$ cat src/acs_regs.svh
// Register layout and timing constants of the conversion sequencer
`ifndef ACS_REGS_SVH
`define ACS_REGS_SVH
`define ACS_CH_LSB      0
`define ACS_CH_MSB      2
`define ACS_TEST_BIT    5
`define ACS_SPAN_BIT    6
`define ACS_AUTO_BIT    7
`define ACS_STEP_BIT    8
`define ACS_SLEEP_BIT   9
`define ACS_DONE_BIT    10
`define ACS_CH_LAST     3'h6
`define ACS_CH_FIRST    3'h0
`define ACS_CONV_STEPS  4'hd
`define ACS_DIV_FAST    4'h4
`define ACS_DIV_SLOW    4'h8
`define ACS_SAR_MSB     4'h9
`define ACS_RESULT_RST  10'h000
`endif

$ cat src/acs_pkg.sv
// Types shared by the conversion sequencer
`default_nettype none
package acs_pkg;
    typedef enum logic [2:0] {
        ACS_IDLE   = 3'b001,
        ACS_SAMPLE = 3'b010,
        ACS_CONV   = 3'b100
    } acs_state_type;
endpackage
`default_nettype wire

$ cat src/acs_sar_if.sv
// Carrier between sequencer and SAR register
`timescale 1ns/1ps
`default_nettype none
interface acs_sar_if;
    logic       start;
    logic       step;
    logic       cmp_hi;
    logic [9:0] trial;
    logic [9:0] code;
    logic       done;
    modport ctl (output start, output step, input trial, input code,
                 input done);
    modport sar (input start, input step, input cmp_hi, output trial,
                 output code, output done);
endinterface
`default_nettype wire

$ cat src/acs_sar.sv
// Successive-approximation register, one bit per step
`timescale 1ns/1ps
`default_nettype none
`include "acs_regs.svh"
module acs_sar (
    input  wire logic sys_clk,  // System clock
    input  wire logic rst_b,    // Async reset, active low
    acs_sar_if.sar    bus       // Sequencer side
);
    logic [9:0] bits_ff;
    logic [3:0] idx_ff;
    logic       run_ff;
    logic       done_ff;

    // MSB first; comparator judges the trial word
    always_ff @(posedge sys_clk or negedge rst_b) begin
        if (!rst_b) begin
            bits_ff <= `ACS_RESULT_RST;
            idx_ff  <= 4'h0;
            run_ff  <= 1'b0;
            done_ff <= 1'b0;
        end else if (bus.start) begin
            bits_ff <= `ACS_RESULT_RST;
            idx_ff  <= `ACS_SAR_MSB;
            run_ff  <= 1'b1;
            done_ff <= 1'b0;
        end else if (run_ff && bus.step) begin
            bits_ff[idx_ff] <= bus.cmp_hi;
            if (idx_ff == 4'h0) begin
                run_ff  <= 1'b0;
                done_ff <= 1'b1;
            end else begin
                idx_ff <= idx_ff - 4'h1;
            end
        end
    end

    always_comb begin
        bus.trial = bits_ff;
        if (run_ff) begin
            bus.trial[idx_ff] = 1'b1;
        end
    end
    // Offset binary inside, two's complement outside
    assign bus.code = {~bits_ff[9], bits_ff[8:0]};
    assign bus.done = done_ff;
endmodule
`default_nettype wire

$ cat src/acs_top.sv
// Conversion sequencer for the seven-input signed 10-bit converter
`timescale 1ns/1ps
`default_nettype none
`include "acs_regs.svh"
// Summary of operation
// - Signed 10-bit SAR, MSB first
// - Write bits 2..0 pick channel
// - Codes 0..6 select channels 0..6
// - Code 7 connects no input
// - Bit 6 chooses narrow or wide span
// - Result is two's complement, mid zero
// - Every write samples and starts conversion
// - Read bit 10 is done flag
// - Auto plus step: read converts next channel
// - Auto only: read converts same channel
// - No auto: reads never start conversions
// - Auto bit overrides step bit
// - Mode bits zero after reset
// - Bit 9 puts aux amps to sleep
// - 13 step clocks, divide by 8 or 4
module acs_top
    import acs_pkg::*;
(
    input  wire logic        sys_clk,                     // Master clock
    input  wire logic        rst_b,                       // Async reset
    input  wire logic        wr_stb,                      // Register write
    input  wire logic [11:0] wr_data,                     // Write word
    input  wire logic        rd_stb,                      // Result read done
    input  wire logic        slow_converter_clock_select, // 1: divide by 8
    input  wire logic        cmp_hi,                      // Comparator out
    output logic      [11:0] rd_data,                     // Read word
    output logic      [2:0]  input_channel_code,          // Mux address
    output logic             mux_enable,                  // Mux connected
    output logic             sample_hold,                 // Track input
    output logic      [9:0]  dac_trial,                   // SAR DAC word
    output logic             input_span_choice,           // 1: 0..5 V
    output logic             converter_test_enable,       // DAC test
    output logic             aux_amp_sleep,               // Amps asleep
    output logic             auto_repeat_enable,          // Auto mode
    output logic             channel_step_enable          // Increment mode
);
    import acs_pkg::*;

    acs_sar_if sar_bus ();
    acs_sar u_sar (
        .sys_clk (sys_clk),
        .rst_b   (rst_b),
        .bus     (sar_bus)
    );
    assign sar_bus.cmp_hi = cmp_hi;

    function automatic logic [2:0] next_chan(input logic [2:0] ch);
        // Never steps onto the illegal code
        next_chan = (ch >= `ACS_CH_LAST) ? `ACS_CH_FIRST : ch + 3'h1;
    endfunction

    // ========================================================
    // Control register
    // ========================================================
    logic [2:0]    chan_ff;
    logic          span_ff;
    logic          test_ff;
    logic          auto_ff;
    logic          step_ff;
    logic          sleep_ff;
    logic          relaunch;
    logic [2:0]    nxt_chan;
    acs_state_type state_ff;

    // Auto bit has priority; step alone is ignored
    assign relaunch = rd_stb && auto_ff && (state_ff == ACS_IDLE);
    assign nxt_chan = step_ff ? next_chan(chan_ff) : chan_ff;

    always_ff @(posedge sys_clk or negedge rst_b) begin
        if (!rst_b) begin
            chan_ff  <= 3'h0;
            span_ff  <= 1'b0;
            test_ff  <= 1'b0;
            auto_ff  <= 1'b0;
            step_ff  <= 1'b0;
            sleep_ff <= 1'b0;
        end else if (wr_stb) begin
            // Bits 3, 4, 10, 11 are dropped
            chan_ff  <= wr_data[`ACS_CH_MSB:`ACS_CH_LSB];
            test_ff  <= wr_data[`ACS_TEST_BIT];
            span_ff  <= wr_data[`ACS_SPAN_BIT];
            auto_ff  <= wr_data[`ACS_AUTO_BIT];
            step_ff  <= wr_data[`ACS_STEP_BIT];
            sleep_ff <= wr_data[`ACS_SLEEP_BIT];
        end else if (relaunch) begin
            chan_ff <= nxt_chan;
        end
    end

    // ========================================================
    // Step clock divider
    // ========================================================
    logic [3:0] div_ff;
    logic       tick;
    logic [3:0] div_n;
    assign div_n = slow_converter_clock_select ? `ACS_DIV_SLOW
                                               : `ACS_DIV_FAST;
    assign tick  = (div_ff == div_n - 4'h1);

    always_ff @(posedge sys_clk or negedge rst_b) begin
        if (!rst_b) begin
            div_ff <= 4'h0;
        end else if (tick || div_ff >= div_n || state_ff == ACS_IDLE) begin
            div_ff <= 4'h0;
        end else begin
            div_ff <= div_ff + 4'h1;
        end
    end

    // ========================================================
    // Sequencer
    // ========================================================
    logic [3:0] cnt_ff;
    logic       start_req;
    assign start_req = wr_stb || relaunch;

    // 13 step periods: 3 sample/settle, 10 bit decisions
    always_ff @(posedge sys_clk or negedge rst_b) begin
        if (!rst_b) begin
            state_ff <= ACS_IDLE;
            cnt_ff   <= 4'h0;
        end else if (start_req) begin
            state_ff <= ACS_SAMPLE;
            cnt_ff   <= 4'h0;
        end else if (tick) begin
            cnt_ff <= cnt_ff + 4'h1;
            case (state_ff)
                ACS_SAMPLE: begin
                    if (cnt_ff == `ACS_CONV_STEPS - `ACS_SAR_MSB - 4'h2) begin
                        state_ff <= ACS_CONV;
                    end
                end
                ACS_CONV: begin
                    if (cnt_ff == `ACS_CONV_STEPS - 4'h1) begin
                        state_ff <= ACS_IDLE;
                    end
                end
                default: begin
                    state_ff <= ACS_IDLE;
                end
            endcase
        end
    end

    logic sar_go;
    assign sar_bus.start = sar_go;
    assign sar_bus.step  = tick && (state_ff == ACS_CONV);
    always_ff @(posedge sys_clk or negedge rst_b) begin
        if (!rst_b) begin
            sar_go <= 1'b0;
        end else begin
            sar_go <= start_req;
        end
    end

    // ========================================================
    // Outputs
    // ========================================================
    logic busy;
    assign busy = start_req || (state_ff != ACS_IDLE) || sar_go;

    always_ff @(posedge sys_clk or negedge rst_b) begin
        if (!rst_b) begin
            rd_data            <= 12'h000;
            input_channel_code <= 3'h0;
            mux_enable         <= 1'b0;
            sample_hold        <= 1'b0;
            dac_trial          <= 10'h000;
        end else begin
            // Done low while running; upper bit always zero
            rd_data <= {1'b0, ~busy && sar_bus.done,
                        sar_bus.code};
            input_channel_code <= start_req && !wr_stb ? nxt_chan
                                : wr_stb ? wr_data[`ACS_CH_MSB:`ACS_CH_LSB]
                                : chan_ff;
            // Illegal code leaves the mux open
            mux_enable <= (start_req && !wr_stb ? nxt_chan
                          : wr_stb ? wr_data[`ACS_CH_MSB:`ACS_CH_LSB]
                          : chan_ff) <= `ACS_CH_LAST;
            sample_hold <= start_req || (state_ff == ACS_SAMPLE);
            dac_trial   <= sar_bus.trial;
        end
    end

    assign input_span_choice     = span_ff;
    assign converter_test_enable = test_ff;
    assign aux_amp_sleep         = sleep_ff;
    assign auto_repeat_enable    = auto_ff;
    assign channel_step_enable   = step_ff;

    // ========================================================
    // Checks
    // ========================================================
    a_reset_mode_zero: assert property (
        @(posedge sys_clk) $rose(rst_b) |-> !auto_ff && !step_ff)
        else $error("mode bits not zero after reset");
    a_write_starts: assert property (
        @(posedge sys_clk) disable iff (!rst_b)
        wr_stb |=> state_ff == ACS_SAMPLE)
        else $error("write did not start conversion");
    a_busy_flag: assert property (
        @(posedge sys_clk) disable iff (!rst_b)
        wr_stb |=> !rd_data[`ACS_DONE_BIT])
        else $error("done flag high while converting");
    a_single_no_read: assert property (
        @(posedge sys_clk) disable iff (!rst_b)
        rd_stb && !auto_ff && !wr_stb && state_ff == ACS_IDLE
        |=> state_ff == ACS_IDLE)
        else $error("read launched conversion in single mode");
    a_step_wrap: assert property (
        @(posedge sys_clk) disable iff (!rst_b)
        relaunch && step_ff && !wr_stb && chan_ff == `ACS_CH_LAST
        |=> chan_ff == `ACS_CH_FIRST)
        else $error("channel did not wrap");
    a_same_chan: assert property (
        @(posedge sys_clk) disable iff (!rst_b)
        relaunch && !step_ff && !wr_stb |=> $stable(chan_ff))
        else $error("channel changed in repeat mode");
    a_conv_length: assert property (
        @(posedge sys_clk) disable iff (!rst_b)
        wr_stb && !slow_converter_clock_select ##1
        (!wr_stb && !rd_stb && !slow_converter_clock_select)[*8]
        |-> state_ff != ACS_IDLE)
        else $error("conversion ended early");
    a_illegal_mux: assert property (
        @(posedge sys_clk) disable iff (!rst_b)
        wr_stb && wr_data[`ACS_CH_MSB:`ACS_CH_LSB] == 3'h7 |=> !mux_enable)
        else $error("illegal channel connected");
endmodule
`default_nettype wire

$ cat config.mk
export PLATFORM = sky130hd
export DESIGN_NAME = acs_top
export DESIGN_NICKNAME = d
export VERILOG_FILES = /design/src/acs_pkg.sv /design/src/acs_sar_if.sv /design/src/acs_sar.sv /design/src/acs_top.sv
export VERILOG_INCLUDE_DIRS = /design/src /design/src/src
export SDC_FILE = /design/constraint.sdc
export NUM_CORES = 1
export LEC_CHECK = 0
export BUFFER_PORTS_ARGS = -buffer_cell sky130_fd_sc_hd__buf_2
export CAP_MARGIN = 20
export CORE_ASPECT_RATIO = 1.1
export CORE_UTILIZATION = 55
export DETAILED_ROUTE_END_ITERATION = 8
export PLACE_DENSITY_LB_ADDON = 0.3
export SYNTH_ARGS = -nofsm -noshare
export SYNTH_HDL_FRONTEND = slang
export SYNTH_SLANG_ARGS = --single-unit
$ cat constraint.sdc
create_clock -name sys_clk -period 2.5 [get_ports sys_clk]
set_input_delay 0.5 -clock sys_clk [delete_from_list [all_inputs] [get_ports sys_clk]]
set_output_delay 0.5 -clock sys_clk [all_outputs]
set_load 0.01 [all_outputs]
* After elaboration in Yosys (flattened, before gate mapping)
Cells that the tools add are included.
** Word-level totals
- Bits in registers :: 62
- Latch bits :: 0
- RAM bits :: 0
- Memory bits (read-only) :: 0
- Input port bits :: 18
- Output and inout port bits :: 32
- Logic and storage cells :: 94
- Memories :: 0
** Cells by class
- Add/sub/neg operators :: 5
- $mul :: 0
- Div/mod/pow operators :: 0
- Order comparisons :: 5
- Equality and inequality tests :: 10
- Shift operators :: 0
- Multiplexer cells :: 30
- Bitwise gates (word level) :: 3
- Reductions and logical operators :: 22
** Operators with widths (number)
- 10-bit two-way mux :: 3
- 3-bit two-way mux :: 10
- 4-bit two-way mux :: 7
- 10-bit bitwise mux :: 1
- 10-bit OR :: 1
- 4-bit by 1-bit adder with 4-bit output, second input constant :: 2
- 2-bit nonzero test :: 4
- 4-bit by 1-bit subtractor with 4-bit output, second input constant :: 2
- 1-bit logical AND :: 7
- 1-bit two-way mux :: 7
- 1-bit logical OR :: 6
- 3-bit != test, second input constant :: 2
- 3-bit case mux with 2 select lines :: 1
- 4-bit by 5-bit < comparator with 1-bit output, second input constant :: 1
- 1-bit demux with 4-bit select :: 1
- 4-bit by 2-bit == test with 1-bit output, second input constant :: 1
- 4-bit == test :: 1
- 4-bit == test, second input constant :: 1
- 4-bit by 1-bit >= comparator with 1-bit output, second input constant :: 1
- 4-bit >= comparator :: 1
- 4-bit zero test :: 1
- 2-bit AND reduction :: 2
- 3-bit by 1-bit adder with 3-bit output, second input constant :: 1
- 3-bit by 1-bit == test with 1-bit output, second input constant :: 1
- other kinds (9) :: 10

* Depth between registers and ports, before layout
Gate-level depths: netlist of run 1.
- Depth after elaboration :: 7
- Mapped depth :: 7
- Depth with buffers taken out :: 6

* Modules after synthesis
A second synthesis of run 1 with hierarchy kept.
** Unflattened totals
- Cell total of the unflattened synthesis :: 240
- Area, all modules :: 2756.4 um2
** Modules (own cells, without submodules)
- acs_top :: instances 1, cells an instance 137, area each 1779.2 um2
- acs_sar :: instances 1, cells an instance 103, area each 977.2 um2

* Worst setup path before layout of run 1
OpenSTA, ideal clock, no wires.
- Path kind :: input to register
- From :: input port slow_converter_clock_select
- To :: register u_sar.bits_ff[0]
- Arrival :: 1.883 ns
- Required time :: 2.372 ns
- Slack :: 0.490 ns
- Cell stages on the path :: 7
- Path through :: inv_1 ha_1 nor3b_1 clkbuf_1 nand3_1 mux2i_1 nor2_1
** On the way
- Cells in the longest elaborated chain, start to end :: 6
** RTL lines
- start, declared :: RTL line acs_top.sv:29 : input wire logic slow_converter_clock_select,
- 4-bit two-way mux (no line)
- 4-bit by 1-bit subtractor with 4-bit output :: RTL line acs_top.sv:103 : assign tick = (div_ff == div_n - 4'h1);
- 4-bit == test :: RTL line acs_top.sv:103
- 1-bit logical AND :: RTL line acs_top.sv:152 : assign sar_bus.step = tick && (state_ff == ACS_CONV);
- 1-bit logical AND :: RTL line acs_sar.sv:27 : end else if (run_ff && bus.step) begin
- 2-bit nonzero test (no line)
- end signal, assigned :: RTL line acs_sar.sv:18 : bits_ff <= `ACS_RESULT_RST;
- end signal, assigned :: RTL line acs_sar.sv:23 : bits_ff <= `ACS_RESULT_RST;
- end signal, assigned by index :: RTL line acs_sar.sv:28 : bits_ff[idx_ff] <= bus.cmp_hi;
- end, declared :: RTL line acs_sar.sv:10 : logic [9:0] bits_ff;
No other way between the ends.
A chain may end at the register's enable or synchronous reset.

* Worst setup path in the final report of run 1
- From :: register state_ff[0]
- To :: register mux_enable
** On the way
- Cells in the longest elaborated chain, start to end :: 6
** RTL lines
- start, declared :: RTL line acs_top.sv:68 : acs_state_type state_ff;
- start signal, assigned :: RTL line acs_top.sv:125 : state_ff <= ACS_IDLE;
- start signal, assigned :: RTL line acs_top.sv:128 : state_ff <= ACS_SAMPLE;
- start signal, assigned :: RTL line acs_top.sv:135 : state_ff <= ACS_CONV;
- 3-bit by 1-bit == test with 1-bit output :: RTL line acs_top.sv:71 : assign relaunch = rd_stb && auto_ff && (state_ff == ACS_IDLE);
- 1-bit logical AND :: RTL line acs_top.sv:71
- 1-bit logical OR :: RTL line acs_top.sv:120 : assign start_req = wr_stb || relaunch;
- 1-bit logical AND :: RTL line acs_top.sv:182 : mux_enable <= (start_req && !wr_stb ? nxt_chan
- 3-bit two-way mux :: RTL line acs_top.sv:182
- 3-bit <= comparator (no line)
- end signal, assigned :: RTL line acs_top.sv:182
- end, declared :: RTL line acs_top.sv:33 : output logic mux_enable,
No other way between the ends.

==> results of run 1 <==
cell families (layout without fill, tap and decap cells):
logic type / Yosys count / in the layout / share of synthesized area (%)
simple gates: 70 / 70 / 14.02
xor+xnor: 6 / 6 / 1.963
fa+ha+maj: 14 / 14 / 6.542
buf+inv: 24 / 77 / 3.551
other cells: 1 / 1 / 0.1401
flops: 62 / 62 / 57.99
mux: 16 / 16 / 6.215
compound gates: 34 / 34 / 9.580
per-stage QoR:
step	cells	util [%]	hold slack, ns	setup slack [ns]	power, uW
finish	336	67.56	0.3247	0.4501	2120
global route	336	67.56	0.3804	0.3524	2224
CTS	336	67.56	0.3471	0.4388	2148
detailed placement	320	63.56	0.3884	0.4584	1338
global placement	320	63.56	0.3870	0.4660	1328
floorplan	227	-	0.2044	0.4898	1250
report_power, final:
part	internal (uW)	total [uW]	switching [uW]
combinational	93.2	225	132
clock	438	804	366
sequential	1050	1090	43.0
total	1580	2120	541
state kept, by name (all words and copies together), names as in the netlist, 3 cells and up:
| name | count |
|---|---|
| chan_ff | 3 |
| cnt_ff | 4 |
| dac_trial | 10 |
| div_ff | 4 |
| input_channel_code | 3 |
| rd_data | 11 |
| state_ff | 3 |
| u_sar.bits_ff | 10 |
| u_sar.idx_ff | 4 |
Yosys cell counts, drive strengths merged (2+ instances only):
| master | count | area (um2) |
|---|---|---|
| ha | 14 | 175.2 |
| nand3 | 7 | 35.03 |
| o31ai | 2 | 15.01 |
| nor2b | 2 | 12.51 |
| nor2 | 28 | 105.1 |
| inv | 13 | 48.79 |
| o21ai | 4 | 20.01 |
| buf | 3 | 16.26 |
| xnor2 | 3 | 26.28 |
| mux2 | 5 | 56.30 |
| clkbuf | 8 | 30.03 |
| nor3 | 3 | 15.01 |
| a21o | 5 | 37.54 |
| a31oi | 6 | 56.31 |
| or4b | 2 | 23.77 |
| a21oi | 5 | 25.02 |
| xor2 | 3 | 26.28 |
| dfrtp | 61 | 1526 |
| or4 | 2 | 22.52 |
| nor3b | 3 | 22.52 |
| a31o | 9 | 78.83 |
| nand4 | 11 | 68.82 |
| mux2i | 11 | 110.1 |
| nand2 | 6 | 22.52 |
layer usage:
layer  routed length (um)  vias to the layer above  GRT usage (%)
met1                 2182                      892          25.52
met5                    0                        -              0
met2                 2334                       37          31.70
li1                     -                      890              -
met3                  199                        2          7.424
met4                   31                        0          9.028
critical path: cells and delay by family, from the launching register on:
family          cells  cell delay (ns)
simple gates        3             1.15
compound gates      1             0.21
flops               1             0.57
area by class of cell:
type                       instances  area, um2  area share, %
sequential                        62       1553          49.40
multi-input combinational        141       1035          32.92
timing repair buffer              48      250.2          7.962
clock buffer                      13      168.9          5.374
tap                               56      70.07          2.229
inverter                          13      48.80          1.553
clock inverter                     3      17.52         0.5573
final timing paths:
kind	slack (ns)	startpoint	end	cells after the start
setup / recovery	0.45	state_ff[0]$_DFFE_PN1P_	mux_enable$_DFF_PN0_	4
hold / removal	0.32	rst_b	div_ff[3]$_DFF_PN0_	2
setup reg to reg	0.45	state_ff[0]$_DFFE_PN1P_	mux_enable$_DFF_PN0_	4
hold reg to reg	0.41	u_sar.bits_ff[7]$_DFFE_PN0P_	rd_data[7]$_DFF_PN0_	0
max in group asynchronous	1.67	rst_b	u_sar.bits_ff[3]$_DFFE_PN0P_	2
min in group sys_clk	0.40	wr_data[7]	auto_repeat_enable$_DFFE_PN0P_	2
==> metrics.csv, run 1 <==
stage;metric;value;unit
status;status;finished, final reports clean;
layout;layout_commonest_cell;dfrtp_1;
setup_path;critPathMaxStageDelay;0.57;ns
clock_network;cts_sinks;62;
synthesis;synthCells;227;
die;pin_count;50;
pwr;pwr_density_cell;674.7;nW/um2
layout;drive_gt1_share;27.50;%
routing;dr.first_iter.drc_count;124;
timing;finalHoldViolCount;0;
routing;drtPass1Iterations;4;
timing;fin_worst_skew;0.007230;ns
timing;fin_tns_setup;0;ns
synthesis;yosysSeqAreaShare;57.99;%
global_route;grt_first_pass_wirelength;7417;um
timing;slew_headroom;49.32;%
place;io_buffers;44;
clock_network;clock-root-buffer;clkbuf_8;
die;fp.dieW;68.53;um
die;die_h;75.18;um
die;core;4652;um2
pwr;leakage;0.001591;uW
die;dieArea;5152;um2
clock_network;clock_latency;0.33;ns
global_route;overflow;0;
die;placementRows;26;
global_route;grtUsageTotal;20.44;%
timing;fin_crit;2.050;ns
synthesis;synthFlopType;dfrtp_1;
run;maxCapViolations;0;
synthesis;syn_avg_cell_area;11.80;um2
clock_network;hold_buffers;0;
timing;setup_viol;0;
setup_path;start_kind;flip-flop;
worst_hold_path;hold_path_class;input pin to asynchronous set/reset pin;
layout;syn_to_final_growth;17.38;%
setup_path;critPathRequiredTime;2.71;ns
synthesis;synth_seq_cells;62;
routing;drcViolationCount;0;
timing;period_share;81.99;%
timing;slew_viol_final;0;
global_route;antenna_found_initial;0;
global_route;grt_pass1_vias;1592;
layout;post-route-cell-area;3143;um2
timing;rsz0062_at_grt;no;
place;dpl-instance-area;2957;um2
routing;route.detailed.wl_per_inst;14.13;um
setup_path;critPathKind;flip-flop to flip-flop;
setup_path;critPathSlowestCell;dfstp_2;
pwr;peakVddDrop;0.4254;mV
setup_path;worstPathMaxFanout;9;
place;dp_hpwl;3079;um
global_route;grt_max_degree;63;
clock_network;path_clk_slew;0.07;ns
synthesis;synthesis.nets;259;
clock_network;cts_buffers;9;
synthesis;ys.warnings.count;0;
routing;antenna_left;0;
routing;wirelength;4747;um
layout;nets;307;
clock_network;htreeDepth;3;
layout;nFillCells;371;
clock_network;cts_tree;built;
synthesis;synthDistinctLibCells;41;
setup_path;cp_cell_sequence;or3b_1 > or4_4 > a31oi_2 > nand3_1;
routing;vias;1821;
die;start_util;57.56;%
clock_network;clockBufferDepth;2;
synthesis;synth-edff-count;0;
setup_path;end_kind;flip-flop;
setup_path;crit_arrival;2.26;ns
clock_network;post_cts_buffers;0;
timing;clock.fmax;487.8;MHz
clock_network;ctsResizeCount;0;
synthesis;async_reset_ff_share;100.0;%
layout;final_cell_mix;61 x dfrtp_1, 44 x buf_2, 28 x nor2_1;
routing;vias_per_cell;5.420;
layout;antenna_cells;0;
timing;worst_pin_slew;0.7601;ns
synthesis;syn_area;2678;um2
place;gp_congestion;0.7625;
Note: power is estimated with default switching activity, not from simulation.
==> inputs of run 2 (changes only) <==
clock period = 1.95 ns   (was 2.5 ns; I/O delays follow)
==> run 2 against run 1 <==
Via count grew 2.0%. Flip-flop and latch count stayed put. Sequential share of layout area shrank 1.8 points. Critical endpoint unchanged. Wire length increased by 1.7%. Worst setup slack got worse by 0.37 ns. Sequential power grew 28%. Count of clock-buffer cells in the layout is 1 higher. First-iteration DRC count shrank 35%. Non-clock buffer count up 10.
==> metrics.csv, run 2 (synthesized netlist as in run 1, its figures left out) <==
stage;metric;value;unit;change
routing;vias_per_cell;5.386;;was 5.420
layout;syn_to_final_growth;21.73;%;was 17.38%
clock_network;post_cts_buffers;0;;unchanged
die;die_h;75.18;um;unchanged
routing;vias;1858;;was 1821
pwr;pwr-share-clk;37.8;%;was 37.9%
global_route;overflow;0;;unchanged
global_route;grt_pass1_vias;1791;;was 1592
layout;regMostFlops;rd_data;;unchanged
status;status;finished, final reports clean;;unchanged
worst_hold_path;hold_path_class;input pin to asynchronous set/reset pin;;unchanged
setup_path;critPathMaxStageDelay;0.53;ns;was 0.57 ns
setup_path;critPathSlowestCell;or4_4;;was dfstp_2
place;dp_cells;330;;was 320
place;gp_congestion;0.7967;;was 0.7625
global_route;grt_max_degree;26;;was 63
die;fp.dieW;68.53;um;unchanged
pwr;pwr_density_cell;848.6;nW/um2;was 674.7 nW/um2
layout;final_cell_mix;61 x dfrtp_1, 44 x buf_2, 28 x nor2_1;;unchanged
routing;dr.first_iter.drc_count;80;;was 124
pwr;swShare;23.85;%;was 25.50%
place;place_ws;0.006379;ns;was 0.4584 ns
layout;layout_commonest_cell;dfrtp_1;;unchanged
setup_path;crit_arrival;2.08;ns;was 2.26 ns
setup_path;reg2reg_depth;4;;unchanged
pwr;power.total;2766;uW;was 2120 uW
clock_network;path_clk_slew;0.06;ns;was 0.07 ns
timing;setup_viol;0;;unchanged
timing;slew_viol_final;0;;unchanged
global_route;grtUsageTotal;22.54;%;was 20.44%
setup_path;critPathRequiredTime;2.15;ns;was 2.71 ns
timing;rsz0062_at_grt;no;;unchanged
timing;period_share;96.06;%;was 81.99%
timing;clock.fmax;533.9;MHz;was 487.8 MHz
layout;antenna_cells;0;;unchanged
timing;fin_crit;1.873;ns;was 2.050 ns
setup_path;worstReg2RegEnd;mux_enable$_DFF_PN0_;;unchanged
die;placementRows;26;;unchanged
clock_network;htreeDepth;3;;unchanged
layout;drive_gt1_share;29.07;%;was 27.50%
die;dieArea;5152;um2;unchanged
clock_network;cts_buffers;9;;unchanged
timing;fin_worst_skew;0.008967;ns;was 0.007230 ns
pwr;peakVddDrop;0.6152;mV;was 0.4254 mV
pwr;p_int;2106;uW;was 1580 uW
setup_path;r2r_slack;0.08;ns;was 0.45 ns
pwr;leakage;0.001647;uW;was 0.001591 uW
global_route;antenna_found_initial;0;;unchanged
layout;top_regs;rd_data (11), dac_trial (10), u_sar.bits_ff (10);;unchanged
setup_path;cp_cell_sequence;or3b_4 > or4_4 > a31oi_2 > nand3_1;;was or3b_1 > or4_4 > a31oi_2 > nand3_1
setup_path;end_kind;flip-flop;;unchanged
pwr;seq_power_share;50.5;%;was 51.5%
setup_path;worstPathMaxFanout;6;;was 9
routing;drcViolationCount;0;;unchanged
layout;largest_reg_flops;11;;unchanged
setup_path;start_kind;flip-flop;;unchanged
place;io_buffers;44;;unchanged
die;core;4652;um2;unchanged
layout;final_cells;345;;was 336
timing;fin_tns_setup;0;ns;unchanged
routing;wirelength;4826;um;was 4747 um
setup_path;timing.rr.start;state_ff[0]$_DFFE_PN1P_;;unchanged
pwr;power.switching;659.8;uW;was 540.6 uW
clock_network;clockBufferDepth;2;;unchanged
routing;drtPass1Iterations;4;;unchanged
clock_network;hold_buffers;0;;unchanged
routing;antenna_left;0;;unchanged
timing;slew_headroom;63.27;%;was 49.32%
routing;route.detailed.wl_per_inst;13.99;um;was 14.13 um
timing;finalHoldViolCount;0;;unchanged
run;maxCapViolations;0;;unchanged
timing;finalWorstSetupSlack;0.07687;ns;was 0.4501 ns
layout;nFillCells;337;;was 371
clock_network;clock-root-buffer;clkbuf_8;;unchanged
clock_network;cts_tree;built;;unchanged
die;start_util;57.56;%;unchanged
die;pin_count;50;;unchanged
pwr;power_frac_comb;11.7;%;was 10.6%
setup_path;critPathKind;flip-flop to flip-flop;;unchanged
clock_network;cts_sinks;62;;unchanged
place;dp_hpwl;3367;um;was 3079 um
global_route;grt_first_pass_wirelength;8217;um;was 7417 um
layout;nets;317;;was 307
timing;worst_pin_slew;0.5510;ns;was 0.7601 ns
clock_network;clock_latency;0.33;ns;about the same
layout;fin_util;70.06;%;was 67.56%
-- run 2: final cells by class --
type / count / area, um2 / share of cell area, %
flip-flops and latches: 62 / 1553 / 47.64
clock buffers: 14 / 152.6 / 4.683
well taps: 56 / 70.07 / 2.150
multi-input cells: 141 / 1055 / 32.36
clock inverters: 1 / 30.03 / 0.9213
repair buffers: 58 / 350.3 / 10.75
inverters: 13 / 48.80 / 1.497
-- run 2: metal layers --
layer	global-route usage [%]	part of all wire, %
met4	11.57	2.2
met5	0	0
met3	5.606	3.9
met2	37.58	51
met1	26.71	43
-- run 2: worst max-delay path by stage --
| stage | startpoint | to | slack (ns) |
|---|---|---|---|
| detailed placement | slow_converter_clock_select | u_sar.idx_ff[1]$_DFFE_PN0P_ | 0.006 |
| finish | state_ff[0]$_DFFE_PN1P_ | mux_enable$_DFF_PN0_ | 0.08 |
| floorplan | state_ff[0]$_DFFE_PN1P_ | mux_enable$_DFF_PN0_ | 0.008 |
| global placement | state_ff[0]$_DFFE_PN1P_ | mux_enable$_DFF_PN0_ | 0.04 |
| global route | div_ff[2]$_DFF_PN0_ | u_sar.idx_ff[1]$_DFFE_PN0P_ | 0.002 |
| CTS | state_ff[0]$_DFFE_PN1P_ | mux_enable$_DFF_PN0_ | 0.05 |
-- run 2: metrics by stage --
| step | area, um2 | hold slack (ns) |
|---|---|---|
| after floorplan | 2689 | 0.09441 |
| after global placement | 3065 | 0.3879 |
| after detailed placement | 3065 | 0.3932 |
| after CTS | 3251 | 0.05305 |
| after global routing | 3259 | 0.06537 |
| final | 3259 | 0.04328 |
-- run 2: critical path, delay by kind of cell (launching register included) --
kind | cells | cell delay (ns)
flops | 1 | 0.52
simple gates | 3 | 1.03
compound gates | 1 | 0.21
-- run 2: power by group through the flow --
stage | combinational (uW) | sequential [uW] | clock (uW)
2_1_floorplan | 190 | 1420 | 0
3_3_place_gp | 310 | 1420 | 0
4_1_cts | 328 | 1400 | 1070
3_5_place_dp | 327 | 1420 | 0
6_report | 323 | 1400 | 1040
5_1_grt | 373 | 1400 | 1140
-- run 2: repair_timing --
action                     in CTS  in global routing
cloned                          0                  0
pin swaps                       0                  1
gates resized for setup         1                  1
setup endpoints to repair       1                  2
